==> config.mk <==
export PLATFORM = sky130hd
export DESIGN_NAME = jfcc_fuse_check
export DESIGN_NICKNAME = d
export VERILOG_FILES = /design/src/pkg/jfcc_pkg.sv /design/src/logic/jfcc_sync2.sv /design/src/logic/jfcc_fuse_check.sv
export SDC_FILE = /design/constraint.sdc
export NUM_CORES = 1
export LEC_CHECK = 0
export BUFFER_PORTS_ARGS = -buffer_cell sky130_fd_sc_hd__buf_2
export CORE_AREA = 8 8 45 47
export CTS_BUF_LIST = sky130_fd_sc_hd__clkbuf_4 sky130_fd_sc_hd__clkbuf_8
export CTS_CLUSTER_DIAMETER = 200
export CTS_CLUSTER_SIZE = 25
export DETAILED_ROUTE_END_ITERATION = 8
export DIE_AREA = 0 0 53 55
export GPL_TIMING_DRIVEN = 1
export HOLD_SLACK_MARGIN = 0.12
export SYNTH_ARGS = -nofsm -noshare
export SYNTH_HDL_FRONTEND = slang
export SYNTH_SLANG_ARGS = --single-unit
==> constraint.sdc <==
create_clock -name mclk -period 0.9 [get_ports mclk]
set_input_delay 0.135 -clock mclk [delete_from_list [all_inputs] [get_ports mclk]]
set_output_delay 0.135 -clock mclk [all_outputs]
set_load 0.005 [all_outputs]
==> src/pkg/jfcc_pkg.sv <==
package jfcc_pkg;

  // Synchroniser depth for the power-on reset release in the mclk domain
  localparam int unsigned JFCC_SYNC_STAGES = 2;

  // Reset value of a synchronised pin level (test mode select idles high)
  localparam logic        JFCC_PIN_IDLE    = 1'b1;

  // Rising edges of test mode select that end the check window
  localparam logic [1:0]  JFCC_RISE_LIMIT  = 2'h2;

  typedef enum logic [1:0] {
    JFCC_IDLE,
    JFCC_ACTIVE,
    JFCC_DONE
  } jfcc_mode_e;

  // Reset synchroniser state
  typedef struct packed {
    logic [JFCC_SYNC_STAGES-1:0] stage;
  } jfcc_sync_s;

  // Controller state
  typedef struct packed {
    jfcc_mode_e mode;
    logic [1:0] rises;
    logic       tms_prev;
    logic       first;
    logic       path_en;
  } jfcc_ctl_s;

  // Pin samples for test mode select and test data in
  typedef struct packed {
    logic tms_meta;
    logic tms_sync;
    logic tdi_meta;
    logic tdi_sync;
  } jfcc_pin_s;

endpackage

==> src/logic/jfcc_sync2.sv <==
`timescale 1ns/10ps
module jfcc_sync2
  import jfcc_pkg::*;
#(
  parameter logic RESET_VAL = 1'b0
) (
  // Clock and reset
  input  wire logic clk,
  input  wire logic rst_n,
  // Level in and out
  input  wire logic d,
  output logic      q
);

  typedef struct packed {
    logic meta;
    logic sync;
  } jfcc_s2_s;

  jfcc_s2_s st_reg;
  jfcc_s2_s st_next;

  always_comb begin
    st_next      = st_reg;
    st_next.meta = d;
    st_next.sync = st_reg.meta;
  end

  always_ff @(posedge clk or negedge rst_n) begin
    if (!rst_n) begin
      st_reg <= {RESET_VAL, RESET_VAL};
    end else begin
      st_reg <= st_next;
    end
  end

  assign q = st_reg.sync;

endmodule // jfcc_sync2

==> src/logic/jfcc_fuse_check.sv <==
// Operation
// Every power-on reset re-arms the fuse check so it can run on the first port access.
// The mode turns on at the first falling edge of test mode select, or at power-up if it is low.
// The mode turns off at the second rising edge of test mode select after power-up.
// Once off, the mode stays off and ignores test mode select until the next power-on reset.
// The fuse check current path is enabled only while the mode is on and test mode select is low.
// The probe or board should hold test mode select high by default to avoid accidental activation.
// An idle, active, done state machine, cleared only by power-on reset, tracks the edges.
`timescale 1ns/10ps
module jfcc_fuse_check
  import jfcc_pkg::*;
(
  // Clock and power-on reset
  input  wire logic mclk,
  input  wire logic arst_n,
  // Test port pins
  input  wire logic tms_pin,
  input  wire logic test_data_in_test_clock_pin,
  // Fuse check
  output logic      fuse_check_current,
  output logic      fuse_check_active,
  output logic      fuse_check_done,
  output logic      fuse_intact
);

  jfcc_sync_s rst_reg;
  jfcc_sync_s rst_next;
  logic       rst_n;
  logic       tms_s;
  logic       tdi_s;
  jfcc_ctl_s  ctl_reg;
  jfcc_ctl_s  ctl_next;
  logic       fell;
  logic       rose;

  // Reset release through two flops
  always_comb begin
    rst_next       = rst_reg;
    rst_next.stage = {rst_reg.stage[JFCC_SYNC_STAGES-2:0], 1'b1};
  end

  always_ff @(posedge mclk or negedge arst_n) begin
    if (!arst_n) begin
      rst_reg <= '0;
    end else begin
      rst_reg <= rst_next;
    end
  end

  assign rst_n = rst_reg.stage[JFCC_SYNC_STAGES-1];

  jfcc_sync2 #(
    .RESET_VAL (JFCC_PIN_IDLE)
  ) u_tms_sync (
    .clk   (mclk),
    // Pin sampling runs while reset release settles, so the first state sample sees the pin
    .rst_n (arst_n),
    .d     (tms_pin),
    .q     (tms_s)
  );

  jfcc_sync2 #(
    .RESET_VAL (1'b0)
  ) u_tdi_sync (
    .clk   (mclk),
    .rst_n (arst_n),
    .d     (test_data_in_test_clock_pin),
    .q     (tdi_s)
  );

  assign fell = ctl_reg.tms_prev & ~tms_s;
  assign rose = ~ctl_reg.tms_prev & tms_s;

  always_comb begin
    ctl_next          = ctl_reg;
    ctl_next.tms_prev = tms_s;
    ctl_next.first    = 1'b0;
    case (ctl_reg.mode)
      JFCC_IDLE: begin
        // First sample after release sees a level held low through power-up
        if ((ctl_reg.first && !tms_s) || fell) begin
          ctl_next.mode = JFCC_ACTIVE;
        end
        if (rose) begin
          ctl_next.rises = ctl_reg.rises + 2'h1;
        end
      end
      JFCC_ACTIVE: begin
        if (rose) begin
          ctl_next.rises = ctl_reg.rises + 2'h1;
          if (ctl_reg.rises + 2'h1 >= JFCC_RISE_LIMIT) begin
            ctl_next.mode = JFCC_DONE;
          end
        end
      end
      JFCC_DONE: begin
        ctl_next.rises = ctl_reg.rises;
      end
      default: begin
        ctl_next.mode = JFCC_DONE;
      end
    endcase
    ctl_next.path_en = (ctl_next.mode == JFCC_ACTIVE) && !tms_s;
  end

  // Only power-on reset clears the state
  always_ff @(posedge mclk or negedge rst_n) begin
    if (!rst_n) begin
      ctl_reg.mode     <= JFCC_IDLE;
      ctl_reg.rises    <= 2'h0;
      ctl_reg.tms_prev <= JFCC_PIN_IDLE;
      ctl_reg.first    <= 1'b1;
      ctl_reg.path_en  <= 1'b0;
    end else begin
      ctl_reg <= ctl_next;
    end
  end

  // Intact fuse pulls data pin low while the path is on
  logic intact_reg;
  always_ff @(posedge mclk or negedge rst_n) begin
    if (!rst_n) begin
      intact_reg <= 1'b0;
    end else if (ctl_reg.path_en) begin
      intact_reg <= ~tdi_s;
    end
  end

  assign fuse_check_current = ctl_reg.path_en;
  assign fuse_check_active  = (ctl_reg.mode == JFCC_ACTIVE);
  assign fuse_check_done    = (ctl_reg.mode == JFCC_DONE);
  assign fuse_intact        = intact_reg;

endmodule // jfcc_fuse_check

Yosys cells after proc, flatten, opt, wreduce, memory -nomap -nowiden
Index checks and enable logic that the tools add are counted.
W data, S select, Z words.

cells by class
  multiplexer cells = 6
  magnitude comparators = 1
  equality and inequality tests = 5
  add/sub/neg operators = 1
  bitwise logic cells = 5
  reduce and logical (&&, ||, !) cells = 7

operators by type and width
  operator               number
  $mux W2                3
  $pmux W2 S3            1
  $eq A2 B1 Y1 const B   2
  $mux W4                1
  $pmux W2 S2            1
  $not A1 Y1             3
  $reduce_and A3 Y1      1
  $add A2 B1 Y2 const B  1
  $and A1 B1 Y1          2
  $eq A2 B2 Y1 const B   1
  $ge A2 B2 Y1 const B   1
  $logic_and A1 B1 Y1    2
  $logic_not A2 Y1       1
  $ne A2 B1 Y1 const B   1
  $ne A2 B2 Y1 const B   1
  $reduce_bool A2 Y1     1
  $logic_not A1 Y1       1
  $logic_or A1 B1 Y1     1

storage, ports and cells
  input bits = 4
  output and inout port bits = 4
  logic and storage cells = 36
  bits in registers = 14

Logic depth before layout (Yosys ltp)
Gate-level depths: netlist (run 1).

  depth after elaboration = 7
  mapped depth = 3
  depth with buffers taken out = 3

By module
A second synthesis (run 1) with hierarchy kept.

second synthesis, totals
  cell total of the unflattened synthesis = 31
  area total of the unflattened synthesis = 474.2 µm²

modules (own cells, without submodules)
  module                    sequential area each (µm²)  area each (µm²)  instances  cells an instance
  jfcc_fuse_check           252.7                       371.6            1          27
  jfcc_sync2 at u_tms_sync  52.6                        52.6             1          2
  jfcc_sync2 at u_tdi_sync  50.0                        50.0             1          2

Worst setup path before layout (run 1)
OpenSTA, ideal clock, no wires.

  path kind = reg2reg
  start point = reg u_tms_sync.st_reg, in the netlist u_tms_sync.q
  end point = reg ctl_reg[4] (netlist name)
  required time = 0.777 ns
  arrival time = 1.027 ns
  library setup time = 0.123 ns
  slack = -0.249 ns
  cell stages (with the launch flop) = 4
  cell sequence = dfstp_2 -> nor3b_1 -> nand2_1 -> xnor2_1

on the way
  word-level cells in the longest chain between the ends = 3
  elaborated cells between the ends (all ways) = 4
  those cells by class = eq/ne (2); bitwise (1); reduce/logical (1)

ends and longest elaborated chain
  item                                                    line                    text
  start: declaration                                      jfcc_sync2.sv:20        jfcc_s2_s st_reg;
  start signal: assignment                                jfcc_sync2.sv:31        st_reg <= {RESET_VAL, RESET_VAL};
  start signal: assignment                                jfcc_sync2.sv:33        st_reg <= st_next;
  $and A1 B1 Y1 (*)                                       jfcc_fuse_check.sv:72   assign rose = ~ctl_reg.tms_prev & tms_s;
  $ne A2 B2 Y1 (no line) or $ne A2 B1 Y1 (tied branches)  -
  $reduce_and A3 Y1 (no line) (*)                         -
  end signal: assignment                                  jfcc_fuse_check.sv:115  ctl_reg <= ctl_next;
  end: declaration                                        jfcc_fuse_check.sv:31   jfcc_ctl_s ctl_reg;

Mark *: on every way between the ends. The rest lies on a longest branch, timed or not.
A chain may end at the register's enable or synchronous reset.

Worst setup path in the final report (run 1)
  start point = reg ctl_reg[6] (netlist name)
  end point = reg ctl_reg[4] (netlist name)

on the way
  word-level cells in the longest chain between the ends = 3
  elaborated cells between the ends (all ways) = 7
  those cells by class = eq/ne (3); mux (1); reduce/logical (3)

ends and longest elaborated chain
  item                                                  line                   text
  $eq A2 B1 Y1 or $logic_not A2 Y1 (tied branches)      jfcc_fuse_check.sv:78  case (ctl_reg.mode)
  $ne A2 B1 Y1 (no line), or another cell as far along  -
  $reduce_and A3 Y1 (no line)                           -

Several ways; a longest one is shown, not always the timed one.

==> summary.md, run 1 <==
- **count of state elements after synthesis** 14
- **routed len/inst** 12.7 um
- **number of buffers inserted during clock tree synthesis** 3
- **CTS sink count** 14
- **clock root buffer** clkbuf_4
- **Maximum Capacitance Violations** 0
- **clock tree from TritonCTS** yes
- **power share of the combinational group** 37.9%
- **Clock Pin Slew Worst Setup and Hold Paths** 70 ps
- **data arrival time of the critical path** 1260 ps
- **Max Slew Vio Count** 0
- **antenna-violating nets left** 0
- **vertical die dimension** 55 um
- **utilization after layout** 51.7%
- **switching power as a share of total power** 28.7%
- **cell internal power dissipation** 1400 uW
- **worst-path maximum fanout** 4
- **part of the total power dissipated in the clock network** 16.4%
- **initial core utilization** 34.3%
- **violated checks** negative setup slack
- **total power density per cell area** 2740 nW/um^2
- **register area share after synthesis** 74.9%
- **Synth top cells by count** 10 x dfrtp_1, 4 x dfstp_2
- **worst clock skew** 1.62 ps
- **area of the placeable core** 1380 sq um
- **proportion of synthesized flip-flops having asynchronous set or reset** 100%
- **global routing usage summed across all routing layers** 7.89%
- **Pleak** 0.000333 uW
- **number of flip-flops under the largest register name** 6
- **number of warnings issued by yosys** 0
- **Post-DP HPWL** 645 um
- **worst setup path category** flop to flop
- **Design Power** 1960 uW
- **Finished Layout Cells** 71
- **Tcrit/Tclk final** 123%
- **n_diodes** 0
- **least setup slack across all paths after layout** -211 ps
- **path depth of the worst reg2reg path** 4
- **Fin. Hold Viols** 0
- **initial antenna violation count** 0
- **Cell Rows** 14
- **reg-to-reg slack, setup** -210 ps
- **total congestion overflow after global routing** 0
- **number of cells after detailed placement** 58
- **net switching power of the design** 564 uW
- **synth top area cells** dfrtp_1 53%, dfstp_2 22%, xnor2_1 3.7%, a2111oi_2 3.2%, nor3b_2 2.6%
- **layout cells sized above 1** 61.8%
- **violation count after the first detailed-routing iteration** 0
- **vias** 296
- **beginning of the worst register-to-register path** ctl_reg[6]
- **synthesized area per cell** 15.3 sq um
- **relative contribution of sequential cells to total power** 45.8%
- **post-synth net total** 35
- **leading area contributor after synthesis** dfrtp_1
- **Min-Delay Path Class** flop to asynchronous set/reset pin
- **Gate Count Post-Synth** 31
- **unrepaired setup endpoints after global routing** yes
- **quantity of I/O buffers inserted on ports** 7
- **pin count of the biggest net entering global routing** 9
- **wire length of the first global-routing pass** 1560 um
- **routed via count divided by cell count** 4.17
- **launching element type of the critical path** flop
- **top-area cell type share of the netlist area** 52.8%
- **capture instance of the worst register-to-register path** ctl_reg[4]
- **capture point of the critical path** ctl_reg[4]
- **deepest clock path buffer count** 2
- **final setup violation count** 8
- **sort of element at the end of the critical path** flop
- **Pre-Repair DR Iteration Count** 1
- **vias in the first global route** 360
- **Post-Route WL** 900 um
- **dominant register cell in the synthesized netlist** dfrtp_1
- **result of the run** finished, violations left
- **Total Die Area** 2920 sq um
- **worst ir drop on vdd** 1050 uV
- **net count of the finished layout** 61
- **achievable clock frequency** 0.900 GHz
- **top-level port count** 8
- **number of levels the H-tree was split into** 1
- **final routed DRC violation total** 0
- **placer's final routability congestion estimate** 0.617
- **Final min period** 1110 ps
- **data required time of the critical path** 1050 ps
- **unique cell type count in the Yosys netlist** 15
- **synthesized area** 474 sq um
- **tightest hold margin** 132 ps
- **number of synthesized flops with an enable pin** 0
- **most common cell in the netlist** dfrtp_1
- **Layout area overhead** 50.9%
- **clock insertion delay at the later pin of the skew report** 260 ps
- **width of the die** 53 um
- **origin of the worst setup path** ctl_reg[6]
## metal layers
metal	vias up	share of wire (%)	track usage (%)
met5	-	0	0
met4	0	0	6.47
met3	0	7.9	4.01
met2	7	56	13.7
met1	142	36	6.69
li1	147	-	-
## critical path, stage by stage (launching register included)
cell and delay, ps:
dfrtp_2 440, buf_12 140, nor3b_4 200, nand2_1 90, xnor2_1 130
## area by class of cell
class                           instances  area [sq um]
Multi-Input combinational cell         15           149
Tap cell                               16          20.0
Fill cell                             125           668
Timing Repair Buffer                   21           160
Clock buffer                            3          22.5
Sequential cell                        14           357
Inverter                                2          7.51
## power groups by stage
stage / clock, uW / sequential [uW] / combinational (uW)
2_1_floorplan: 0 / 906 / 219
3_3_place_gp: 0 / 902 / 415
3_5_place_dp: 0 / 916 / 440
4_1_cts: 347 / 895 / 728
5_1_grt: 372 / 925 / 801
6_report: 321 / 899 / 743
## logic make-up (layout without fill, tap and decap cells)
logic type | count (synthesis) | count (layout) | share of synthesized area (%)
AND/OR/NAND/NOR | 7 | 7 | 9.23
other | 2 | 2 | 1.58
flip-flops | 14 | 14 | 74.9
buffers and inverters | 2 | 26 | 1.58
multiplexers | 1 | 1 | 2.11
XOR/XNOR | 3 | 3 | 5.54
AO/OA/AOI/OAI | 2 | 2 | 5.01
## per-stage QoR
step | area [sq um] | worst slack (ps) | TNS, ps
after floorplan | 490 | -153 | -324
after global placement | 576 | -139 | -450
after detailed placement | 576 | -184 | -619
after CTS | 706 | -211 | -1100
after global routing | 716 | -269 | -1640
final | 716 | -211 | -1130
## worst min path at each step
stage,endpoint,slack [ps],cells past startpoint
after detailed placement,u_tdi_sync.st_next[0],-40,1
after global placement,u_tdi_sync.st_next[0],-40,1
final,ctl_reg[4],130,0
after global routing,ctl_reg[4],150,0
after floorplan,rst_reg[0],-160,0
after CTS,ctl_reg[4],140,0
## cell usage in the layout, fill, tap and decap left out, types with 2 or more instances in the layout
cell type,instances
buf_4,10
dfrtp_1,9
buf_2,7
dfstp_2,4
clkbuf_4,3
dlygate4sd3_1,3
inv_1,2
conb_1,2
## what timing repair did
| item | 4_1_cts | 5_1_grt |
|---|---|---|
| setup endpoints to repair | 9 | 9 |
| hold buffers | 3 | 0 |
| resized for setup | 4 | 1 |
| pin swaps | 3 | 0 |
| endpoints found under the hold margin | 8 | 0 |
| buffers inserted | 6 | 1 |
| cloned | 0 | 0 |
(Power assumes the default switching activity.)
==> run 2, diff against run 1 <==
Clock period 0.9 ns to 1.02 ns, I/O delays scaled along.
==> run 2 against run 1 <==
Net effect:
- the flow still finishes with violations (negative setup slack)
- non-clock buffer count is 3 lower
- die area did not move
- count of clock-buffer cells in the layout grew 1
- utilization decreased by 2.5 points
- sequential cell count is the same
- hold slack worse by 7.1 ps
- cell count shrank 2.8%
- register-to-register slack improved by 150 ps
- power fell by 14%
- critical path depth shrank 2
- clock power increased by 20%
- via count rose by 0.68%
- largest cell class unchanged
==> summary.md, run 2 (synthesized netlist as in run 1, its figures left out) <==
- **total power density per cell area** 2480 nW/um^2, was 2740 nW/um^2
- **CTS sink count** 14, unchanged
- **number of levels the H-tree was split into** 1, unchanged
- **area of the placeable core** 1380 sq um, unchanged
- **initial core utilization** 34.3%, unchanged
- **met1 track utilization from global routing** 5.66%, was 6.69%
- **Fin. Hold Viols** 0, unchanged
- **power share of the combinational group** 30.7%, was 37.9%
- **Tcrit/Tclk final** 108%
- **commonest non-fill, non-tap cell in the layout** dfrtp_1, was buf_4
- **result of the run** finished, violations left, unchanged
- **cell internal power dissipation** 1230 uW, was 1400 uW
- **Cell Rows** 14, unchanged
- **number of buffers inserted during clock tree synthesis** 3, unchanged
- **layout cells sized above 1** 58.5%, was 61.8%
- **Finished Layout Cells** 69, was 71
- **reg-to-reg slack, setup** -60 ps, was -210 ps
- **wire length of the first global-routing pass** 1240 um, was 1560 um
- **net switching power of the design** 459 uW, was 564 uW
- **part of the total power dissipated in the clock network** 22.8%, was 16.4%
- **number of flip-flops under the largest register name** 6, unchanged
- **pin count of the biggest net entering global routing** 9, unchanged
- **Post-Route WL** 752 um, was 900 um
- **Total Die Area** 2920 sq um, unchanged
- **worst setup path category** flop to output port, was flop to flop
- **M3 GR Usage** 2.67%, was 4.01%
- **top-level port count** 8, unchanged
- **met2 Usage GRT** 9.57%, was 13.7%
- **tightest hold margin** 125 ps, was 132 ps
- **number of cells after detailed placement** 55, was 58
- **routed len/inst** 10.9 um, was 12.7 um
- **final routed DRC violation total** 0, unchanged
- **pre-CTS worst setup slack** -40.4 ps, was -184 ps
- **worst clock skew** 0.750 ps, was 1.62 ps
- **Layout area overhead** 43.5%, was 50.9%
- **clock tree from TritonCTS** yes, unchanged
- **capture instance of the worst register-to-register path** ctl_reg[4], unchanged
- **vias** 298, was 296
- **Post-DP HPWL** 518 um, was 645 um
- **data arrival time of the critical path** 950 ps, was 1260 ps
- **deepest clock path buffer count** 2, unchanged
- **switching power as a share of total power** 27.2%, was 28.7%
- **data required time of the critical path** 870 ps, was 1050 ps
- **worst-path maximum fanout** 4, unchanged
- **Pleak** 0.000317 uW, was 0.000333 uW
- **Final min period** 1100 ps
- **least setup slack across all paths after layout** -81.0 ps, was -211 ps
- **Max Slew Vio Count** 0, unchanged
- **leading cell types in the layout, fill and taps excluded** 9 x dfrtp_1, 8 x buf_4, 7 x buf_2, was 10 x buf_4, 9 x dfrtp_1, 7 x buf_2
- **Clock Pin Slew Worst Setup and Hold Paths** 80 ps, was 70 ps
- **clock root buffer** clkbuf_4, unchanged
- **antenna-violating nets left** 0, unchanged
- **violated checks** negative setup slack, unchanged
- **quantity of I/O buffers inserted on ports** 7, unchanged
- **width of the die** 53 um, unchanged
- **beginning of the worst register-to-register path** ctl_reg[6], unchanged
- **path depth of the worst reg2reg path** 4, unchanged
- **Fin Setup TNS** -236 ps, was -1130 ps
- **Min-Delay Path Class** flop to asynchronous set/reset pin, unchanged
- **routed via count divided by cell count** 4.32, was 4.17
- **n_diodes** 0, unchanged
- **clock insertion delay at the later pin of the skew report** 270 ps, was 260 ps
- **vertical die dimension** 55 um, unchanged
- **final setup violation count** 4, was 8
- **relative contribution of sequential cells to total power** 46.6%, was 45.8%
- **total congestion overflow after global routing** 0, unchanged
- **launching element type of the critical path** flop, unchanged
- **grt peak-use layer** met2, unchanged
- **Maximum Capacitance Violations** 0, unchanged
- **sort of element at the end of the critical path** output port, was flop
- **placer's final routability congestion estimate** 0.648, was 0.617
- **worst ir drop on vdd** 939 uV, was 1050 uV
- **net count of the finished layout** 58, was 61
- **vias in the first global route** 316, was 360
- **unrepaired setup endpoints after global routing** yes, unchanged
- **violation count after the first detailed-routing iteration** 2, was 0
- **achievable clock frequency** 0.908 GHz
- **Pre-Repair DR Iteration Count** 2, was 1
- **global routing usage summed across all routing layers** 6.25%, was 7.89%
- **initial antenna violation count** 0, unchanged
[run 2: repair_timing]
item                                    CTS  global route
hold endpoints to repair                  8             0
endpoints found under the setup margin    4             6
hold buffers                              3             0
resized for setup                         2             2
pin swaps                                 0             3
buffers inserted                          3             4
[run 2: cell type report]
cell class | instances | area, sq um
repair buffers | 18 | 125
inverters | 2 | 7.51
fillers | 123 | 703
multi-input cells | 15 | 135
flip-flops and latches | 14 | 357
clock buffers | 4 | 36.3
well taps | 16 | 20.0
[run 2: layer usage]
layer,part of all wire [%],vias up
li1,-,143
met1,37,144
met2,52,7
met3,5.7,4
met4,4.8,0
met5,0,-
[run 2: metrics by stage]
step | power [uW] | instance area [sq um] | utilization (%)
3_5_place_dp | 1100 | 548 | 39.6
2_1_floorplan | 989 | 485 | -
6_report | 1690 | 681 | 49.2
3_3_place_gp | 1090 | 548 | 39.6
4_1_cts | 1580 | 643 | 46.5
5_1_grt | 1800 | 681 | 49.2
[run 2: worst max-delay path, cell delays in order (launching register included)]
cell and delay, ps:
dfrtp_2 430, nor2b_1 130, buf_2 120
[run 2: how the worst max path moves through the flow]
stage	to	startpoint	slack [ps]	depth (start not counted)
2_1_floorplan	ctl_reg[4]	u_tms_sync.q	-30	3
3_3_place_gp	ctl_reg[4]	u_tms_sync.q	-50	3
3_5_place_dp	ctl_reg[4]	u_tms_sync.q	-40	3
4_1_cts	fuse_check_done	ctl_reg[6]	-100	2
5_1_grt	fuse_check_active	ctl_reg[5]	-140	3
6_report	fuse_check_done	ctl_reg[6]	-80	2
[run 2: power groups by stage]
stage / Combinational [uW] / Sequential, uW / Clock [uW]
after floorplan: 193 / 797 / 0
after global placement: 285 / 802 / 0
after detailed placement: 290 / 813 / 0
after CTS: 402 / 783 / 396
after global routing: 567 / 812 / 417
final: 519 / 788 / 385
==> run 3, diff against run 2 <==
==> constraint.sdc (replaced) <==
create_clock -name mclk -period 1.02 [get_ports mclk]
set_input_delay 0.153 -clock mclk [delete_from_list [all_inputs] [get_ports mclk]]
set_output_delay 0.153 -clock mclk [all_outputs]
set_load 0.01 [all_outputs]
==> run 3 against run 2 <==
Net effect:
- cell count down 1.4%
- clock skew is 2.3 ps higher
- the flow still finishes with violations (negative setup slack)
- sequential share of layout area rose by 0.58 points
- critical path type unchanged
- critical endpoint unchanged
==> summary.md, run 3 (synthesized netlist as in run 1, its figures left out) <==
- **routed len/inst** 11.2 um, was 10.9 um
- **vertical die dimension** 55 um, unchanged
- **net count of the finished layout** 57, was 58
- **Total Die Area** 2920 sq um, unchanged
- **slowest library cell on the worst path** dfrtp_2, unchanged
- **net switching power of the design** 479 uW, was 459 uW
- **quantity of I/O buffers inserted on ports** 7, unchanged
- **Pre-Repair DR Iteration Count** 2, unchanged
- **Final min period** 1100 ps, about the same
- **worst clock skew** 3.05 ps, was 0.750 ps
- **data arrival time of the critical path** 950 ps, about the same
- **achievable clock frequency** 0.906 GHz, was 0.908 GHz
- **number of levels the H-tree was split into** 1, unchanged
- **number of flip-flops under the largest register name** 6, unchanged
- **top-level port count** 8, unchanged
- **total power density per cell area** 2510 nW/um^2, was 2480 nW/um^2
- **sort of element at the end of the critical path** output port, unchanged
- **CTS sink count** 14, unchanged
- **number of buffer and inverter instances along the worst setup path** 1, unchanged
- **result of the run** finished, violations left, unchanged
- **vias in the first global route** 317, was 316
- **Max Slew Vio Count** 0, unchanged
- **vias** 299, was 298
- **cell family with most CP delay** flip-flops, unchanged
- **routed via count divided by cell count** 4.40, was 4.32
- **tightest hold margin** 126 ps, was 125 ps
- **area of the placeable core** 1380 sq um, unchanged
- **layout cells sized above 1** 57.7%, was 58.5%
- **launching element type of the critical path** flop, unchanged
- **placer's final routability congestion estimate** 0.648, unchanged
- **commonest non-fill, non-tap cell in the layout** dfrtp_1, unchanged
- **worst-path maximum fanout** 3, was 4
- **Tcrit/Tclk final** 108%, about the same
- **clock tree from TritonCTS** yes, unchanged
- **Fin. Hold Viols** 0, unchanged
- **critical path, cell by cell** nor2b_1 > buf_2, unchanged
- **deepest clock path buffer count** 2, unchanged
- **Clock Pin Slew Worst Setup and Hold Paths** 80 ps, about the same
- **violated checks** negative setup slack, unchanged
- **unrepaired setup endpoints after global routing** yes, unchanged
- **antenna-violating nets left** 0, unchanged
- **cell internal power dissipation** 1210 uW, was 1230 uW
- **Cell Rows** 14, unchanged
- **global routing usage summed across all routing layers** 6.42%, was 6.25%
- **number of buffers inserted during clock tree synthesis** 3, unchanged
- **worst setup path category** flop to output port, unchanged
- **data required time of the critical path** 870 ps, about the same
- **final setup violation count** 4, unchanged
- **violation count after the first detailed-routing iteration** 2, unchanged
- **final routed DRC violation total** 0, unchanged
- **utilization after layout** 48.6%, was 49.2%
- **finished layout cell area** 673 sq um, was 681 sq um
- **Design Power** 1690 uW, about the same
- **Finished Layout Cells** 68, was 69
- **n_diodes** 0, unchanged
- **clock insertion delay at the later pin of the skew report** 270 ps, about the same
- **switching power as a share of total power** 28.4%, was 27.2%
- **power share of the combinational group** 30.6%, was 30.7%
- **number of cells after detailed placement** 55, unchanged
- **leading cell types in the layout, fill and taps excluded** 9 x dfrtp_1, 7 x buf_2, 7 x buf_4, was 9 x dfrtp_1, 8 x buf_4, 7 x buf_2
- **Seq. cell area** 357 sq um, unchanged
- **Maximum Capacitance Violations** 0, unchanged
- **Post-Route WL** 762 um, was 752 um
- **Layout area overhead** 42.0%, was 43.5%
- **clock root buffer** clkbuf_4, unchanged
- **wire length of the first global-routing pass** 1280 um, was 1240 um
- **total area of multi-input combinational cells** 135 sq um, unchanged
- **Min-Delay Path Class** flop to asynchronous set/reset pin, unchanged
- **worst ir drop on vdd** 866 uV, was 939 uV
- **slowest cell delay on critical path** 420 ps, was 430 ps
- **initial core utilization** 34.3%, unchanged
- **relative contribution of sequential cells to total power** 46.4%, was 46.6%
- **Filler cells** 121, was 123
- **part of the total power dissipated in the clock network** 23.0%, was 22.8%
- **Pleak** 0.000312 uW, was 0.000317 uW
- **width of the die** 53 um, unchanged
- **pin count of the biggest net entering global routing** 9, unchanged
- **initial antenna violation count** 0, unchanged
- **Post-DP HPWL** 518 um, unchanged
- **least setup slack across all paths after layout** -84.3 ps, was -81.0 ps
- **total congestion overflow after global routing** 0, unchanged
- **cell area after placement** 548 sq um, unchanged
-- run 3: changes by cell type in the layout (fill, tap and decap cells not counted) --
cell	delta
buf_4	-1
-- run 3: stage by stage --
step / setup TNS [ps] / setup WS (ps)
after floorplan: -33.0 / -33.0
after global placement: -45.4 / -45.4
after detailed placement: -73.0 / -40.4
after CTS: -304 / -95.9
after global routing: -595 / -151
final: -250 / -84.3
-- run 3: worst paths after layout --
kind                             from              end  slack, ps  cells after the start
setup / recovery           ctl_reg[6]  fuse_check_done        -80                      2
hold / removal             rst_reg[1]       ctl_reg[4]        130                      0
setup reg to reg           ctl_reg[6]       ctl_reg[4]        -60                      4
hold reg to reg            rst_reg[1]       ctl_reg[4]        130                      0
max in group asynchronous      arst_n     u_tms_sync.q        580                      2
min in group mclk          rst_reg[0]       rst_reg[1]        350                      0
-- run 3: final cells by class --
type | instances | share of cell area, %
multi-input cells | 15 | 20.1
well taps | 16 | 2.97
repair buffers | 17 | 17.5
flip-flops and latches | 14 | 53.0
inverters | 2 | 1.12
clock buffers | 4 | 5.39
-- run 3: power groups by stage --
| stage | clock [uW] | sequential, uW | combinational (uW) |
|---|---|---|---|
| after floorplan | 0 | 808 | 205 |
| after global placement | 0 | 802 | 310 |
| after detailed placement | 0 | 813 | 314 |
| after CTS | 396 | 780 | 420 |
| after global routing | 420 | 807 | 567 |
| final | 388 | 783 | 517 |
-- run 3: per-layer routing --
layer | part of all wire, % | global-route usage [%] | vias up
li1 | - | - | 141
met1 | 36 | 5.83 | 147
met2 | 54 | 9.96 | 7
met3 | 5.6 | 2.67 | 4
met4 | 4.7 | 7.76 | 0
met5 | 0 | 0 | -
-- run 3: timing repair --
item                                    CTS  global route
hold endpoints to repair                  8             0
pin swaps                                 1             4
setup buffers                             3             3
endpoints found under the setup margin    4             6
hold buffers                              3             0
gates resized for setup                   3             1
-- run 3: worst register-to-register path, stage by stage (launching register included) --
cell and delay [ps]:
dfrtp_2 420, buf_4 160, nor3b_4 190, nand2_1 90, xnor2_1 120
